### src/hdl/adc_ctl_pkg.sv
// Shared constants, types and carriers of the converter sequencer and comparators
`default_nettype none
package adc_ctl_pkg;
   // ==========================================================
   // Sizes
   localparam int NUM_SEQ = 4;
   localparam int NUM_STEPS = 17;
   localparam int NUM_CMP = 8;
   localparam int RES_W = 12;
   localparam int CHAN_W = 5;
   localparam int ACC_W = 18;
   localparam int NUM_STATUS = 12;
   // Channel codes 0..23 are external inputs, this one is the temperature sensor
   localparam logic [4:0] CHAN_TEMP = 5'h18;
   // First flat step index and step count of each sequencer
   localparam logic [3:0][4:0] SEQ_BASE = {5'h10, 5'h0C, 5'h08, 5'h00};
   localparam logic [3:0][3:0] SEQ_DEPTH = {4'h1, 4'h4, 4'h4, 4'h8};
   // Averaging code n takes 2**n samples, codes 7 and above take 64 (AVG_MAX); 0 is off
   localparam logic [2:0] AVG_MAX = 3'h6;
   localparam logic [6:0] AVG_ONE = 7'h01;
   // Mode code fields
   localparam int MODE_ONCE_BIT = 2;
   localparam int MODE_HYST_BIT = 3;
   localparam logic [11:0] STATUS_RESET = 12'h000;

   // ==========================================================
   // Enumerations
   typedef enum logic [1:0] {
      TRIG_NEVER = 2'h0,
      TRIG_PROC = 2'h1,
      TRIG_EXT = 2'h2,
      TRIG_ALWAYS = 2'h3
   } trig_src_t;

   typedef enum logic [1:0] {
      BAND_NONE = 2'h0,
      BAND_LOW = 2'h1,
      BAND_MID = 2'h2,
      BAND_HIGH = 2'h3
   } band_t;

   // Bits [1:0] band, [2] once, [3] hysteresis
   typedef enum logic [3:0] {
      fault_trig_off = 4'h0,
      fault_trig_low_level = 4'h1,
      fault_trig_mid_level = 4'h2,
      fault_trig_high_level = 4'h3,
      fault_trig_low_entry = 4'h5,
      fault_trig_mid_entry = 4'h6,
      fault_trig_high_entry = 4'h7,
      fault_trig_low_level_hyst = 4'h9,
      fault_trig_high_level_hyst = 4'hB,
      fault_trig_low_entry_hyst = 4'hD,
      fault_trig_high_entry_hyst = 4'hF
   } cmp_mode_t;

   // Interrupt path uses the same codes
   localparam cmp_mode_t cmp_irq_low_level_hyst = fault_trig_low_level_hyst;
   localparam cmp_mode_t cmp_irq_low_entry_hyst = fault_trig_low_entry_hyst;
   localparam cmp_mode_t cmp_irq_high_level_hyst = fault_trig_high_level_hyst;
   localparam cmp_mode_t cmp_irq_high_entry_hyst = fault_trig_high_entry_hyst;

   typedef enum logic [2:0] {
      S_IDLE = 3'h1,
      S_CONV = 3'h2,
      S_DONE = 3'h4
   } seq_state_t;

   // ==========================================================
   // Carriers
   typedef struct packed {
      logic [4:0] chan;
      logic last;
      logic cmp_en;
      logic [2:0] cmp_sel;
   } step_cfg_t;

   typedef struct packed {
      logic [11:0] low;
      logic [11:0] high;
      cmp_mode_t trig_mode;
      cmp_mode_t irq_mode;
   } cmp_cfg_t;

   typedef struct packed {
      logic [1:0] seq;
      logic [2:0] step;
      logic [4:0] chan;
      logic [11:0] data;
   } result_t;
endpackage
`default_nettype wire

### src/hdl/adc_dcmp.sv
// One digital comparator with separate fault-trigger and interrupt paths
`default_nettype none
module adc_dcmp (
   // Clock and reset
   input wire logic clk_sys,
   input wire logic reset,
   input wire logic clk_en,
   // Result stream
   input wire logic res_valid,
   input wire logic [11:0] res_data,
   // Configuration
   input wire adc_ctl_pkg::cmp_cfg_t cfg,
   input wire logic clr_trig,
   input wire logic clr_irq,
   // Outputs
   output logic fault_trig,
   output logic irq_evt
);
   // ==========================================================
   // Band classification
   adc_ctl_pkg::band_t band;
   logic [1:0] lvl;
   logic [1:0] evt;

   always_comb begin
      if (res_data <= cfg.low) begin
         band = adc_ctl_pkg::BAND_LOW;
      end else if (res_data <= cfg.high) begin
         band = adc_ctl_pkg::BAND_MID;
      end else begin
         band = adc_ctl_pkg::BAND_HIGH;
      end
   end

   // ==========================================================
   // Path 0 drives the fault trigger, path 1 the interrupt
   for (genvar p = 0; p < 2; p++) begin : g_path
      adc_ctl_pkg::cmp_mode_t mode;
      adc_ctl_pkg::band_t tgt;
      adc_ctl_pkg::band_t prev_q;
      logic clr;
      logic armed_q;
      logic out_q;
      logic fire_q;
      logic fire;

      assign mode = (p == 0) ? cfg.trig_mode : cfg.irq_mode;
      assign clr = (p == 0) ? clr_trig : clr_irq;
      assign tgt = adc_ctl_pkg::band_t'(mode[1:0]);
      // Level, entry and hysteresis qualifiers
      assign fire = res_valid && (mode != adc_ctl_pkg::fault_trig_off) && (band == tgt)
         && (!mode[adc_ctl_pkg::MODE_ONCE_BIT] || (prev_q != band))
         && (!mode[adc_ctl_pkg::MODE_HYST_BIT] || armed_q);

      always_ff @(posedge clk_sys or posedge reset) begin
         if (reset) begin
            prev_q <= adc_ctl_pkg::BAND_NONE;
            armed_q <= 1'b0;
            out_q <= 1'b0;
            fire_q <= 1'b0;
         end else if (clk_en) begin
            if (clr) begin
               prev_q <= adc_ctl_pkg::BAND_NONE;
               armed_q <= 1'b0;
               out_q <= 1'b0;
               fire_q <= 1'b0;
            end else begin
               fire_q <= fire;
               if (res_valid) begin
                  prev_q <= band;
                  out_q <= fire;
                  if (fire) begin
                     armed_q <= 1'b0;
                  end else if (band == ((tgt == adc_ctl_pkg::BAND_LOW) ?
                        adc_ctl_pkg::BAND_HIGH : adc_ctl_pkg::BAND_LOW)) begin
                     armed_q <= 1'b1;
                  end
               end else if (mode[adc_ctl_pkg::MODE_ONCE_BIT]) begin
                  out_q <= 1'b0;
               end
            end
         end
      end

      assign lvl[p] = out_q;
      assign evt[p] = fire_q;
   end

   assign fault_trig = lvl[0];
   assign irq_evt = evt[1];

   // ==========================================================
   // Checks
   a_low_level_trig: assert property (@(posedge clk_sys) disable iff (reset)
      (clk_en && !clr_trig && res_valid && res_data <= cfg.low
       && cfg.trig_mode == adc_ctl_pkg::fault_trig_low_level) |=> fault_trig)
      else $error("low band level trigger not raised");

   a_once_pulse: assert property (@(posedge clk_sys) disable iff (reset)
      (clk_en && !res_valid && cfg.trig_mode[adc_ctl_pkg::MODE_ONCE_BIT]) |=> !fault_trig)
      else $error("once trigger held past one cycle");

   a_irq_clear: assert property (@(posedge clk_sys) disable iff (reset)
      (clk_en && clr_irq) |=> !irq_evt)
      else $error("interrupt event after interrupt state reset");
endmodule
`default_nettype wire

### src/hdl/adc_seq_ctl.sv
// Sample sequencer control, averaging, comparator bank and comparator interrupt status
`default_nettype none
module adc_seq_ctl (
   // Clock and reset
   input wire logic clk_sys,
   input wire logic reset,
   input wire logic clk_en,
   // Sequencer configuration
   input wire logic [3:0] seq_en,
   input wire adc_ctl_pkg::trig_src_t [3:0] trig_src,
   input wire logic [3:0][1:0] seq_prio,
   input wire adc_ctl_pkg::step_cfg_t [16:0] step_cfg,
   input wire logic [2:0] avg_code,
   // Trigger events
   input wire logic [3:0] proc_trig,
   input wire logic ext_trig_pin,
   // Conversion core
   output logic conv_req,
   output logic [4:0] conv_chan,
   input wire logic conv_done,
   input wire logic [11:0] conv_data,
   // Results and status
   output logic res_valid,
   output adc_ctl_pkg::result_t res,
   output logic busy,
   // Comparators
   input wire adc_ctl_pkg::cmp_cfg_t [7:0] cmp_cfg,
   input wire logic [7:0] cmp_clr_trig,
   input wire logic [7:0] cmp_clr_irq,
   output logic [7:0] fault_trig,
   // Comparator interrupt status
   input wire logic status_clr_wr,
   input wire logic [11:0] status_clr_mask,
   input wire logic [3:0] seq_irq_en,
   output logic [11:0] cmp_status,
   output logic cmp_irq
);
   // ==========================================================
   // External trigger synchroniser and edge
   logic [2:0] ext_sync_q;
   logic ext_edge;

   always_ff @(posedge clk_sys or posedge reset) begin
      if (reset) begin
         ext_sync_q <= 3'h0;
      end else if (clk_en) begin
         ext_sync_q <= {ext_sync_q[1:0], ext_trig_pin};
      end
   end

   assign ext_edge = ext_sync_q[1] & ~ext_sync_q[2];

   // ==========================================================
   // Trigger capture and arbitration
   adc_ctl_pkg::seq_state_t state_q;
   logic [3:0] pend_q;
   logic [3:0] trig_hit;
   logic found;
   logic [1:0] sel_seq;
   logic start;

   always_comb begin
      for (int i = 0; i < adc_ctl_pkg::NUM_SEQ; i++) begin
         trig_hit[i] = seq_en[i] && (
            (trig_src[i] == adc_ctl_pkg::TRIG_PROC && proc_trig[i]) ||
            (trig_src[i] == adc_ctl_pkg::TRIG_EXT && ext_edge) ||
            (trig_src[i] == adc_ctl_pkg::TRIG_ALWAYS));
      end
   end

   always_comb begin
      found = 1'b0;
      sel_seq = 2'h0;
      for (int i = 0; i < adc_ctl_pkg::NUM_SEQ; i++) begin
         if (pend_q[i] && (!found || seq_prio[i] < seq_prio[sel_seq])) begin
            found = 1'b1;
            sel_seq = 2'(i);
         end
      end
   end

   assign start = (state_q == adc_ctl_pkg::S_IDLE) && found;

   always_ff @(posedge clk_sys or posedge reset) begin
      if (reset) begin
         pend_q <= 4'h0;
      end else if (clk_en) begin
         for (int i = 0; i < adc_ctl_pkg::NUM_SEQ; i++) begin
            pend_q[i] <= seq_en[i] &&
               ((pend_q[i] && !(start && sel_seq == 2'(i))) || trig_hit[i]);
         end
      end
   end

   // ==========================================================
   // Step sequencing and averaging
   logic [1:0] cur_seq_q;
   logic [2:0] step_q;
   logic [6:0] avg_cnt_q;
   logic [17:0] acc_q;
   logic [2:0] avg_eff;
   logic [6:0] avg_need;
   logic [4:0] idx;
   adc_ctl_pkg::step_cfg_t cur_step;
   logic seq_last;

   assign avg_eff = (avg_code > adc_ctl_pkg::AVG_MAX) ? adc_ctl_pkg::AVG_MAX : avg_code;
   assign avg_need = adc_ctl_pkg::AVG_ONE << avg_eff;
   assign idx = adc_ctl_pkg::SEQ_BASE[cur_seq_q] + {2'h0, step_q};
   assign cur_step = step_cfg[idx];
   assign seq_last = cur_step.last ||
      ({1'b0, step_q} == adc_ctl_pkg::SEQ_DEPTH[cur_seq_q] - 4'h1);

   always_ff @(posedge clk_sys or posedge reset) begin
      if (reset) begin
         state_q <= adc_ctl_pkg::S_IDLE;
         cur_seq_q <= 2'h0;
         step_q <= 3'h0;
         avg_cnt_q <= 7'h00;
         acc_q <= 18'h00000;
         conv_chan <= 5'h00;
      end else if (clk_en) begin
         case (state_q)
            adc_ctl_pkg::S_IDLE: begin
               if (start) begin
                  cur_seq_q <= sel_seq;
                  step_q <= 3'h0;
                  avg_cnt_q <= 7'h00;
                  acc_q <= 18'h00000;
                  conv_chan <= step_cfg[adc_ctl_pkg::SEQ_BASE[sel_seq]].chan;
                  state_q <= adc_ctl_pkg::S_CONV;
               end
            end
            adc_ctl_pkg::S_CONV: begin
               if (conv_done) begin
                  acc_q <= acc_q + {6'h00, conv_data};
                  if (avg_cnt_q + 7'h01 == avg_need) begin
                     state_q <= adc_ctl_pkg::S_DONE;
                  end else begin
                     avg_cnt_q <= avg_cnt_q + 7'h01;
                  end
               end
            end
            adc_ctl_pkg::S_DONE: begin
               if (seq_last) begin
                  state_q <= adc_ctl_pkg::S_IDLE;
               end else begin
                  step_q <= step_q + 3'h1;
                  avg_cnt_q <= 7'h00;
                  acc_q <= 18'h00000;
                  conv_chan <= step_cfg[idx + 5'h01].chan;
                  state_q <= adc_ctl_pkg::S_CONV;
               end
            end
            default: begin
               state_q <= adc_ctl_pkg::S_IDLE;
            end
         endcase
      end
   end

   assign conv_req = (state_q == adc_ctl_pkg::S_CONV);
   assign busy = (state_q != adc_ctl_pkg::S_IDLE) || (|pend_q);

   // ==========================================================
   // Result register
   logic res_cmp_en_q;
   logic [2:0] res_cmp_sel_q;
   logic [17:0] avg_res;

   assign avg_res = acc_q >> avg_eff;

   always_ff @(posedge clk_sys or posedge reset) begin
      if (reset) begin
         res_valid <= 1'b0;
         res <= '0;
         res_cmp_en_q <= 1'b0;
         res_cmp_sel_q <= 3'h0;
      end else if (clk_en) begin
         res_valid <= (state_q == adc_ctl_pkg::S_DONE);
         if (state_q == adc_ctl_pkg::S_DONE) begin
            res <= {cur_seq_q, step_q, cur_step.chan, avg_res[11:0]};
            res_cmp_en_q <= cur_step.cmp_en;
            res_cmp_sel_q <= cur_step.cmp_sel;
         end
      end
   end

   // ==========================================================
   // Comparator bank
   logic [7:0] irq_evt;

   for (genvar c = 0; c < adc_ctl_pkg::NUM_CMP; c++) begin : g_cmp
      adc_dcmp u_dcmp (
         .clk_sys(clk_sys),
         .reset(reset),
         .clk_en(clk_en),
         .res_valid(res_valid && res_cmp_en_q && res_cmp_sel_q == 3'(c)),
         .res_data(res.data),
         .cfg(cmp_cfg[c]),
         .clr_trig(cmp_clr_trig[c]),
         .clr_irq(cmp_clr_irq[c]),
         .fault_trig(fault_trig[c]),
         .irq_evt(irq_evt[c])
      );
   end

   // ==========================================================
   // Comparator interrupt status: [7:0] per comparator, [11:8] per sequence
   logic [11:0] status_set;
   logic [11:0] status_clr;

   always_comb begin
      status_set = {4'h0, irq_evt};
      if (|irq_evt) begin
         status_set[4'h8 + {2'h0, res.seq}] = 1'b1;
      end
      status_clr = status_clr_wr ? status_clr_mask : 12'h000;
   end

   always_ff @(posedge clk_sys or posedge reset) begin
      if (reset) begin
         cmp_status <= adc_ctl_pkg::STATUS_RESET;
      end else if (clk_en) begin
         cmp_status <= (cmp_status & ~status_clr) | status_set;
      end
   end

   assign cmp_irq = |(cmp_status[11:8] & seq_irq_en);

   // ==========================================================
   // Checks
   logic [6:0] conv_cnt_q;
   logic prio_ok;

   always_ff @(posedge clk_sys or posedge reset) begin
      if (reset) begin
         conv_cnt_q <= 7'h00;
      end else if (clk_en) begin
         if (res_valid) begin
            conv_cnt_q <= {6'h00, conv_done};
         end else if (conv_done && conv_req) begin
            conv_cnt_q <= conv_cnt_q + 7'h01;
         end
      end
   end

   always_comb begin
      prio_ok = 1'b1;
      for (int j = 0; j < adc_ctl_pkg::NUM_SEQ; j++) begin
         if (pend_q[j] && seq_prio[j] < seq_prio[sel_seq]) begin
            prio_ok = 1'b0;
         end
      end
   end

   a_avg_count: assert property (@(posedge clk_sys) disable iff (reset)
      (clk_en && res_valid) |-> (conv_cnt_q == avg_need))
      else $error("result built from wrong number of samples");

   a_prio_pick: assert property (@(posedge clk_sys) disable iff (reset)
      start |-> prio_ok)
      else $error("lower priority sequencer started first");

   a_busy_start: assert property (@(posedge clk_sys) disable iff (reset)
      (clk_en && start) |=> busy && conv_req)
      else $error("sequence start without busy");

   a_never_idle: assert property (@(posedge clk_sys) disable iff (reset)
      (clk_en && !busy && !(|proc_trig) && !ext_edge && !(|trig_hit)) |=> !busy)
      else $error("busy without a trigger");

   a_status_sticky: assert property (@(posedge clk_sys) disable iff (reset)
      (clk_en && !status_clr_wr) |=> ((cmp_status & $past(cmp_status)) == $past(cmp_status)))
      else $error("status bit lost without clear");

   a_status_clear: assert property (@(posedge clk_sys) disable iff (reset)
      (clk_en && status_clr_wr && status_set == 12'h000) |=>
      ((cmp_status & $past(status_clr_mask)) == 12'h000 &&
       (cmp_status | $past(status_clr_mask)) == ($past(cmp_status) | $past(status_clr_mask))))
      else $error("clear mask did not act exactly");

   a_seq_gate: assert property (@(posedge clk_sys) disable iff (reset)
      (seq_irq_en == 4'h0) |-> !cmp_irq)
      else $error("interrupt passed a disabled sequence");
endmodule
`default_nettype wire

### config.mk
export PLATFORM = sky130hd
export DESIGN_NAME = adc_seq_ctl
export DESIGN_NICKNAME = d
export VERILOG_FILES = /design/src/hdl/adc_ctl_pkg.sv /design/src/hdl/adc_dcmp.sv /design/src/hdl/adc_seq_ctl.sv
export SDC_FILE = /design/constraint.sdc
export NUM_CORES = 1
export LEC_CHECK = 0
export BUFFER_PORTS_ARGS = -buffer_cell sky130_fd_sc_hd__buf_2
export CELL_PAD_IN_SITES_DETAIL_PLACEMENT = 0
export CELL_PAD_IN_SITES_GLOBAL_PLACEMENT = 1
export CORE_ASPECT_RATIO = 0.7
export CORE_MARGIN = 3
export CORE_UTILIZATION = 34
export CTS_BUF_LIST = sky130_fd_sc_hd__clkbuf_16
export DETAILED_ROUTE_END_ITERATION = 7
export PLACE_DENSITY = 0.82
export SYNTH_ARGS = -nofsm -noshare
export SYNTH_HDL_FRONTEND = slang
export SYNTH_SLANG_ARGS = --single-unit
### constraint.sdc
create_clock -name clk_sys -period 4.74 [get_ports clk_sys]
set_input_delay 0.948 -clock clk_sys [delete_from_list [all_inputs] [get_ports clk_sys]]
set_output_delay 0.948 -clock clk_sys [all_outputs]
set_load 0.005 [all_outputs]
# [Yosys cells after proc, flatten, opt, wreduce, memory -nomap -nowiden]
# Index checks and enable logic that the tools add are counted.
[word_totals] reg_bits=148 elab_cells=705 out_inout_bits=51 in_bits=503
[classes] muxes=200 magnitude_cmp=29 n_shift=2 reduce_logical=299 eq_ne=97 n_addsub=7 bitwise=7
[ops] cell="12-bit <= comparator" count=16
[ops] cell="10-bit binary-select mux with 5-bit select" count=3
[ops] cell="1-bit 2-to-1 mux" count=110
[ops] cell="2-bit 2-to-1 mux" count=53
[ops] cell="1-bit logical AND" count=102
[ops] cell="3-bit nonzero test" count=25
[ops] cell="2-bit equality test" count=32
[ops] cell="4-bit nonzero test" count=16
[ops] cell="18-bit 2-to-1 mux" count=3
[ops] cell="18-bit case mux with 3 select lines" count=1
[ops] cell="3-bit AND reduction" count=17
[ops] cell="2-bit AND reduction" count=25
[ops] cell="1-bit logical OR" count=49
[ops] cell="2-bit by 1-bit equality test with 1-bit output (second input constant)" count=21
[ops] cell="1-bit logical NOT" count=39
[ops] cell="2-bit nonzero test" count=17
[ops] cell="2-bit != test" count=16
[ops] cell="10-bit 2-to-1 mux" count=3
[ops] cell="7-bit 2-to-1 mux" count=4
[ops] cell="12-bit 2-to-1 mux" count=2
[ops] cell="7-bit case mux with 3 select lines" count=1
[ops] cell="5-bit binary-select mux with 2-bit select" count=2
[ops] cell="2-bit equality test (second input constant)" count=10
[ops] cell="5-bit 2-to-1 mux" count=4
[ops] cell="other kinds (45)" count=70

# [Longest topological paths before layout]
# Gate-level depths: netlist of the first run.
[depth] word_depth=23 mapped_depth=22 ltp_nobuf=21

# [Cells and area by module]
# A second synthesis of the first run with hierarchy kept.
[unflattened] hier_cells=1964 hier_area_um2=17505.5
[modules_own_cells] mod="adc_dcmp" cells_each=152 area_per_inst_um2=1244.9 instances=8 seq_area_each_um2=200.2
[modules_own_cells] mod="adc_seq_ctl" cells_each=748 area_per_inst_um2=7546.0 instances=1 seq_area_each_um2=2103.3

# [Worst setup path after synthesis of the first run]
# No wires, ideal clock.
[synth_timing] path_kind="input port to flip-flop" startpoint="input seq_prio[1] in the netlist's numbering" endpoint="register conv_chan[4]" stages=21 path_buffers=1 t_arrival_ns=4.729 required_ns=4.605 setup_slack_ns=-0.124 setup_ns=0.135 path_cell_list="inv_1 ha_1 a21oi_1 o21ai_0 mux2i_1 ha_1 a21oi_1 nor2_1 nor2_1 mux2_2 ha_1 a21oi_1 o21a_1 nor2_1 ha_1 clkbuf_1 mux4_2 nand2b_1 a21oi_1 a31oi_1 o21ai_0"
[synth_between] elab_chain_len=22 elab_cells_between_ends=30 classes_between="order compare: 3; eq/ne: 1; mux: 16; reduce/logical: 10"
[synth_rtl] element="from (decl)" line="adc_seq_ctl.sv:11" source="input wire logic [3:0][1:0] seq_prio,"
[synth_rtl] element="2-bit < comparator" line="adc_seq_ctl.sv:75" source="if (pend_q[i] && (!found || seq_prio[i] < seq_prio[sel_seq])) begin"
[synth_rtl] element="1-bit logical OR" line="adc_seq_ctl.sv:75"
[synth_rtl] element="1-bit logical AND" line="adc_seq_ctl.sv:75"
[synth_rtl] element="1-bit 2-to-1 mux" line="adc_seq_ctl.sv:75"
[synth_rtl] element="2-bit binary-select mux with 2-bit select" line="adc_seq_ctl.sv:75"
[synth_rtl] element="2-bit 2-to-1 mux (implied by the code)" line="adc_seq_ctl.sv:75"
[synth_rtl] element="2-bit < comparator" line="adc_seq_ctl.sv:75"
[synth_rtl] element="1-bit logical OR" line="adc_seq_ctl.sv:75"
[synth_rtl] element="[6 not listed]"
[synth_rtl] element="1-bit logical AND" line="adc_seq_ctl.sv:75"
[synth_rtl] element="2-bit 2-to-1 mux" line="adc_seq_ctl.sv:75"
[synth_rtl] element="5-bit binary-select mux with 2-bit select" line="adc_seq_ctl.sv:130" source="conv_chan <= step_cfg[adc_ctl_pkg::SEQ_BASE[sel_seq]].chan;"
[synth_rtl] element="5-bit 2-to-1 mux (implied by the code)" line="adc_seq_ctl.sv:130"
[synth_rtl] element="10-bit binary-select mux with 5-bit select" line="adc_seq_ctl.sv:130"
[synth_rtl] element="10-bit 2-to-1 mux (implied by the code)" line="adc_seq_ctl.sv:130"
[synth_rtl] element="5-bit 2-to-1 mux" line="adc_seq_ctl.sv:125" source="if (start) begin"
[synth_rtl] element="5-bit case mux with 2 select lines" line="adc_seq_ctl.sv:123" source="case (state_q)"
[synth_rtl] element="to (signal assigned)" line="adc_seq_ctl.sv:130"
[synth_rtl] element="to (signal assigned)" line="adc_seq_ctl.sv:151" source="conv_chan <= step_cfg[idx + 5'h01].chan;"
[synth_rtl] element="to (decl)" line="adc_seq_ctl.sv:19" source="output logic [4:0] conv_chan,"
# Several ways; a longest one is shown, not always the timed one. The select of a mux whose other input is x is not followed.
# A chain may end at the register's enable or synchronous reset.

# [Worst setup path in the final report of the first run]
[layout_timing] startpoint="input seq_prio[1] in the netlist's numbering" endpoint="register conv_chan[1]"
[layout_between] elab_chain_len=22 elab_cells_between_ends=30 classes_between="order compare: 3; eq/ne: 1; mux: 16; reduce/logical: 10"
[layout_rtl] element="2-bit < comparator" line="adc_seq_ctl.sv:75"
[layout_rtl] element="1-bit logical OR" line="adc_seq_ctl.sv:75"
[layout_rtl] element="1-bit logical AND" line="adc_seq_ctl.sv:75"
[layout_rtl] element="1-bit 2-to-1 mux" line="adc_seq_ctl.sv:75"
[layout_rtl] element="2-bit binary-select mux with 2-bit select" line="adc_seq_ctl.sv:75"
[layout_rtl] element="2-bit 2-to-1 mux (implied by the code)" line="adc_seq_ctl.sv:75"
[layout_rtl] element="2-bit < comparator" line="adc_seq_ctl.sv:75"
[layout_rtl] element="1-bit logical OR" line="adc_seq_ctl.sv:75"
[layout_rtl] element="[7 not listed]"
[layout_rtl] element="2-bit 2-to-1 mux *" line="adc_seq_ctl.sv:75"
[layout_rtl] element="net sel_seq[1]" line="adc_seq_ctl.sv:59" source="logic [1:0] sel_seq;"
[layout_rtl] element="5-bit binary-select mux with 2-bit select *" line="adc_seq_ctl.sv:130"
[layout_rtl] element="5-bit 2-to-1 mux (implied by the code) *" line="adc_seq_ctl.sv:130"
[layout_rtl] element="10-bit binary-select mux with 5-bit select *" line="adc_seq_ctl.sv:130"
[layout_rtl] element="10-bit 2-to-1 mux (implied by the code) *" line="adc_seq_ctl.sv:130"
[layout_rtl] element="5-bit 2-to-1 mux *" line="adc_seq_ctl.sv:125"
[layout_rtl] element="5-bit case mux with 2 select lines *" line="adc_seq_ctl.sv:123"
# The timed path passes the listed nets; every way through them passes the cells marked *. The select of a mux whose other input is x is not followed.

==> results of run 1 <==
## power by group
group	leakage, nW	internal, mW	switching [mW]
sequential	2.01	1.42	0.250
clock	0.296	0.716	0.666
combinational	8.27	1.13	1.37
## sequential cells by signal (all words and copies together) (netlist names)
register / flops
g_cmp.u_dcmp.irq_evt: 8
g_cmp.u_dcmp.g_path.prev_q: 32
cur_seq_q: 2
res: 22
conv_chan: 5
res_cmp_sel_q: 3
res_valid: 1
avg_cnt_q: 7
step_q: 3
acc_q: 18
state_q: 3
g_cmp.u_dcmp.g_path.armed_q: 16
ext_sync_q: 3
res_cmp_en_q: 1
pend_q: 4
g_cmp.u_dcmp.fault_trig: 8
cmp_status: 12
## layer usage
layer / GRT usage [%] / up-vias / share of wire [%]
li1: - / 8190 / -
met1: 33.0 / 8320 / 44
met2: 40.9 / 633 / 47
met3: 5.52 / 97 / 7.2
met4: 5.61 / 24 / 1.8
met5: 0 / - / 0.23
## area by class of cell
| cell class | instances | share of cell area (%) |
|---|---|---|
| Antenna cell | 10 | 0.121 |
| Timing Repair Buffer | 596 | 15.0 |
| Sequential cell | 148 | 18.0 |
| Tap cell | 612 | 3.71 |
| Multi-Input combinational cell | 1439 | 55.8 |
| Clock buffer | 17 | 2.06 |
| Clock inverter | 15 | 0.854 |
| Inverter | 246 | 4.49 |
## path summary, 6_finish.rpt
check	startpoint	to
max	seq_prio[1]	conv_chan[1]$_DFFE_PP0P_
min	conv_chan[1]$_DFFE_PP0P_	conv_chan[1]$_DFFE_PP0P_
max reg2reg	pend_q[0]$_DFFE_PP0P_	conv_chan[1]$_DFFE_PP0P_
min reg2reg	conv_chan[1]$_DFFE_PP0P_	conv_chan[1]$_DFFE_PP0P_
max in group asynchronous	reset	ext_sync_q[1]$_DFFE_PP0P_
min in group asynchronous	reset	acc_q[7]$_DFFE_PP0P_
## stage by stage
step,worst slack (ps),TNS [ps],total power [mW]
final,251,0,5.55
after global routing,9.26,0,5.95
after CTS,6.49,0,5.57
after detailed placement,-580,-3040,4.15
after global placement,-405,-2010,4.06
after floorplan,27.5,0,3.19
## worst max-delay path: cells and delay by family
kind,cells,cell delay (ps)
and+or+nand+nor,4,320
buffers and inverters,3,250
muxes,3,1200
adders and majority gates,4,1070
AOI/OAI and AO/OA,8,980
## cell usage in the layout, fill, tap and decap left out, types with 28 or more instances in the layout
master	count
buf_2	553
a21oi_1	126
nand2_1	148
a21o_1	32
ha_1	216
dfrtp_1	145
nor2b_1	38
mux2i_1	34
nand3_1	60
nor2_1	87
mux4_2	76
inv_1	245
xnor2_1	28
buf_4	42
a211oi_1	39
nand4_1	55
o21ai_0	117
## kinds of logic after synthesis
kind of cell | share of synthesized area, %
XOR/XNOR | 2.08
buffers and inverters | 7.56
AO/OA/AOI/OAI | 21.0
AND/OR/NAND/NOR | 16.8
multiplexers | 13.3
flip-flops | 22.5
adder cells (fa/ha/maj) | 16.8
## repair_timing
item                                    in CTS  in global routing
buffers inserted                             0                  1
gates resized for setup                      1                  7
pin swaps                                    0                  1
endpoints found under the setup margin       5                  6
==> flow_metrics.env, run 1 <==
export IMPL_crit_arrival_ps=4780
export IMPL_syn_to_final_growth_pct=25.7
export IMPL_critical_path_class="in2reg"
export IMPL_fmax_mhz=223
export IMPL_grt_pass1_vias=17300
export IMPL_layout_cells_non_filler=3083
export IMPL_io_pins=554
export IMPL_post_route_cells_drive_above_1_share_pct=30.0
export IMPL_cp_required_ps=5030
export IMPL_drc=0
export IMPL_drt_wirelength_per_cell_um=21.0
export IMPL_cts_buffers=17
export IMPL_antenna_found_initial=20
export IMPL_ant_nets=0
export IMPL_max_stage_delay_ps=520
export IMPL_die_h_um=190
export IMPL_ys_seq_elements=148
export IMPL_postCtsHoldBufs=0
export IMPL_worst_path_max_fanout=6
export IMPL_avgSynthCellArea_um2=8.62
export IMPL_period_share_pct=94.7
export IMPL_clockRootBuffer="clkbuf_16"
export IMPL_power_density_nw_per_um2=269
export IMPL_dr_total_vias=17300
export IMPL_end_kind="flop"
export IMPL_drt_initial_drc_count=1158
export IMPL_rows=66
export IMPL_finClkSkew_ps=29.2
export IMPL_drv_slew=0
export IMPL_synth_edf_count=0
export IMPL_yosysWarnings=0
export IMPL_worstHoldPathType="reg2reg"
export IMPL_worstMarginPinSlew_ps=1080
export IMPL_track_usage_pct=24.7
export IMPL_slew_headroom_pct=27.8
export IMPL_synth_top_cell_by_area="dfrtp_1"
export IMPL_placed_area_um2=20000
export IMPL_die_area_um2=51000
export IMPL_multiInputGateArea_um2=11500
export IMPL_rsz0062_at_grt="false"
export IMPL_clockBufferDepth=2
export IMPL_yosysSeqAreaShare_pct=22.5
export IMPL_synth_cells=1907
export IMPL_grt_max_degree=68
export IMPL_critPathSlowestCell="mux4_2"
export IMPL_ir_drop_v=0.000204
export IMPL_place_hpwl_um=54100
export IMPL_synth_area_top_cells="dfrtp_1 22%, ha_1 17%, mux4_2 10%, inv_1 5.6%, a21oi_1 3.9%"
export IMPL_crit_path_cell_trace="buf_2, inv_1, ha_1, a21oi_1, o21ai_2, mux2i_2, ha_1, a21oi_2, nor2_1, nor2_2, mux2_2, ha_1, a21oi_1, o21a_1, nor2_1, inv_1, ha_4, mux4_2, nand2b_1, a21oi_1, a31oi_1, o21ai_0"
export IMPL_core_area_um2=47100
export IMPL_synth_most_common_cell="inv_1"
export IMPL_synthArstFlopShare_pct=100
export IMPL_cp_start_kind="input port"
export IMPL_synth_top_area_share_pct=22.4
export IMPL_gp_congestion=0.931
export IMPL_dr_pass1_iters=5
export IMPL_start_util_pct=34.9
export IMPL_grt_pass1_wl_um=97600
export IMPL_p_leak_nw=10.6
export IMPL_nNetsFinal=3170
export IMPL_dp_cells=3040
export IMPL_grt_ovfl_total=0
export IMPL_syn_nets=2629
export IMPL_cts_tree="done"
export IMPL_wl_um=64700
export IMPL_io_buffers=553
export IMPL_clock_latency_ps=450
export IMPL_yosys_top_cells_count="246 x inv_1, 217 x ha_1, 148 x nand2_1"
export IMPL_synth_distinct_cells=79
export IMPL_reg2reg_depth=19
export IMPL_finalHoldViolCount=0
export IMPL_reg2reg_slack_ps=670
export IMPL_drv_cap=0
export IMPL_register_area_um2=3710
export IMPL_syn_cell_area_um2=16400
export IMPL_finalSetupViolCount=0
export IMPL_min_path_cells=2
export IMPL_utilization_pct=43.9
export IMPL_fillers=4710
export IMPL_cts_max_level=4
export IMPL_whs_ps=499
export IMPL_die_x_um=269
export IMPL_cts_sinks=148
export IMPL_clk_pin_slew_worst_paths_ps=70
export IMPL_design_area_um2=20700
export IMPL_fin_crit_ps=4490
export IMPL_vias_per_cell=5.60
export IMPL_synthFlopType="dfrtp_1"
export IMPL_outcome="complete, no violations"
(Power assumes the default switching activity.)
==> run 2: changes to the inputs <==
==> constraint.sdc (replaced) <==
create_clock -name clk_sys -period 4.74 [get_ports clk_sys]
set_input_delay 0.474 -clock clk_sys [delete_from_list [all_inputs] [get_ports clk_sys]]
set_output_delay 0.474 -clock clk_sys [all_outputs]
set_load 0.005 [all_outputs]
==> run 2 against run 1 <==
Against the previous run:
- clock skew fell by 11 ps
- first-iteration DRC count rose by 6.2%
- critical path type is now reg2reg
- worst setup slack improved by 180 ps
- die area did not move
==> flow_metrics.env, run 2 (synthesized netlist as in run 1, its figures left out) <==
export IMPL_cp_required_ps=5040
export IMPL_gp_congestion=0.932
export IMPL_fmax_mhz=232
export IMPL_finalSetupViolCount=0
export IMPL_clock_latency_ps=450
export IMPL_end_kind="flop"
export IMPL_rsz0062_at_grt="false"
export IMPL_drt_wirelength_per_cell_um=21.2
export IMPL_drc=0
export IMPL_io_buffers=553
export IMPL_dr_pass1_iters=5
export IMPL_die_area_um2=51000
export IMPL_design_area_um2=20500
export IMPL_pre_cts_ws_ps=-73.7
export IMPL_rows=66
export IMPL_track_usage_pct=24.8
export IMPL_mostFrequentLayoutCells="553 x buf_2, 244 x inv_1, 216 x ha_1"
export IMPL_worst_path_max_fanout=7
export IMPL_ir_drop_v=0.000195
export IMPL_placed_area_um2=19900
export IMPL_grt_pass1_vias=17300
export IMPL_regMostFlops="g_cmp.u_dcmp.g_path.prev_q"
export IMPL_place_hpwl_um=54000
export IMPL_whs_ps=139
export IMPL_io_pins=554
export IMPL_cts_max_level=4
export IMPL_drt_initial_drc_count=1230
export IMPL_grt_ovfl_total=0
export IMPL_rr_startpoint="pend_q[0]$_DFFE_PP0P_"
export IMPL_finalHoldViolCount=0
export IMPL_power_density_nw_per_um2=269
export IMPL_fillers=4773
export IMPL_reg2reg_slack_ps=430
export IMPL_cts_sinks=148
export IMPL_nNetsFinal=3157
export IMPL_clockBufferDepth=2
export IMPL_finClkSkew_ps=18.2
export IMPL_wl_um=65200
export IMPL_clk_pin_slew_worst_paths_ps=70
export IMPL_period_share_pct=90.9
export IMPL_drv_cap=0
export IMPL_reg2reg_to="conv_chan[1]$_DFFE_PP0P_"
export IMPL_mostFrequentLayoutCell="buf_2"
export IMPL_cts_tree="done"
export IMPL_critical_path_class="reg2reg"
export IMPL_endpoint="conv_chan[1]$_DFFE_PP0P_"
export IMPL_fin_ws_ps=429
export IMPL_cp_start_kind="flop"
export IMPL_largest_register_ffs=32
export IMPL_critPathSlowestCell="mux4_2"
export IMPL_vias_per_cell=5.62
export IMPL_core_area_um2=47100
export IMPL_slew_headroom_pct=28.6
export IMPL_antenna_found_initial=21
export IMPL_die_x_um=269
export IMPL_crit_start="pend_q[0]$_DFFE_PP0P_"
export IMPL_p_leak_nw=10.5
export IMPL_crit_arrival_ps=4610
export IMPL_worstHoldPathType="in2async"
export IMPL_reg2reg_depth=18
export IMPL_clockRootBuffer="clkbuf_16"
export IMPL_largestRegisters="g_cmp.u_dcmp.g_path.prev_q x32, res x22, acc_q x18"
export IMPL_crit_path_cell_trace="inv_1, o21ai_0, mux2i_1, ha_1, a21oi_1, nor2_1, nor2_1, mux2_2, ha_1, a21oi_1, o21a_1, nor2_1, ha_2, mux4_2, nand2b_1, a21oi_1, a31oi_1, o21ai_0"
export IMPL_dr_total_vias=17300
export IMPL_worstMarginPinSlew_ps=1070
export IMPL_die_h_um=190
export IMPL_max_stage_delay_ps=540
export IMPL_drv_slew=0
export IMPL_ant_nets=0
export IMPL_syn_to_final_growth_pct=25.0
export IMPL_fin_crit_ps=4310
export IMPL_post_route_cells_drive_above_1_share_pct=29.5
export IMPL_postCtsSetupBuffers=0
export IMPL_outcome="complete, no violations"
export IMPL_grt_pass1_wl_um=97800
export IMPL_cts_buffers=17
export IMPL_start_util_pct=34.9
export IMPL_grt_max_degree=74
## run 2: worst min path at each step
stage                                to  depth (start not counted)                     start
5_1_grt            acc_q[3]$_DFFE_PP0P_                          2                     reset
3_5_place_dp        res[17]$_DFFE_PP0P_                          2       res[17]$_DFFE_PP0P_
3_3_place_gp        res[19]$_DFFE_PP0P_                          2       res[19]$_DFFE_PP0P_
2_1_floorplan  avg_cnt_q[6]$_DFFE_PP0P_                          2  avg_cnt_q[6]$_DFFE_PP0P_
6_report           acc_q[6]$_DFFE_PP0P_                          2                     reset
4_1_cts            acc_q[5]$_DFFE_PP0P_                          2                     reset
## run 2: final cells by class
| cell class | instances | area (um2) | share of cell area [%] |
|---|---|---|---|
| Clock inverter | 15 | 176 | 0.859 |
| Timing Repair Buffer | 583 | 2990 | 14.6 |
| Multi-Input combinational cell | 1439 | 11500 | 56.0 |
| Sequential cell | 148 | 3710 | 18.1 |
| Clock buffer | 17 | 425 | 2.07 |
| Inverter | 246 | 928 | 4.52 |
| Tap cell | 612 | 766 | 3.73 |
| Antenna cell | 18 | 45.0 | 0.219 |
## run 2: per-stage QoR
stage / power (mW) / setup TNS, ps / cells / util (%)
finish: 5.53 / 0 / 3078 / 43.6
global route: 5.93 / 0 / 3072 / 43.6
CTS: 5.55 / 0 / 3060 / 43.5
detailed placement: 4.11 / -179 / 3028 / 42.3
global placement: 4.03 / 0 / 3028 / 42.3
floorplan: 3.19 / 0 / 1907 / -
## run 2: repair_timing
action | CTS | global route
hold buffers | 0 | 0
setup endpoints to repair | 0 | 4
resized for setup | 0 | 1
## run 2: power by group
| part | internal, mW | switching, mW | total [mW] |
|---|---|---|---|
| registers | 1.42 | 0.240 | 1.66 |
| clock network | 0.759 | 0.652 | 1.41 |
| logic | 1.09 | 1.36 | 2.45 |
## run 2: critical path, delay by kind of cell (launching register included)
kind | cells | cell delay [ps]
and+or+nand+nor | 4 | 460
AOI/OAI and AO/OA | 7 | 1020
DFF | 1 | 460
adders and majority gates | 3 | 900
muxes | 3 | 1230
buffers and inverters | 1 | 90
## run 2: metal layers
layer  wire (um)  global-route usage, %
met5          88                      0
met4        1730                   7.65
met3        5080                   6.23
met2       30000                   39.5
met1       28400                   33.2
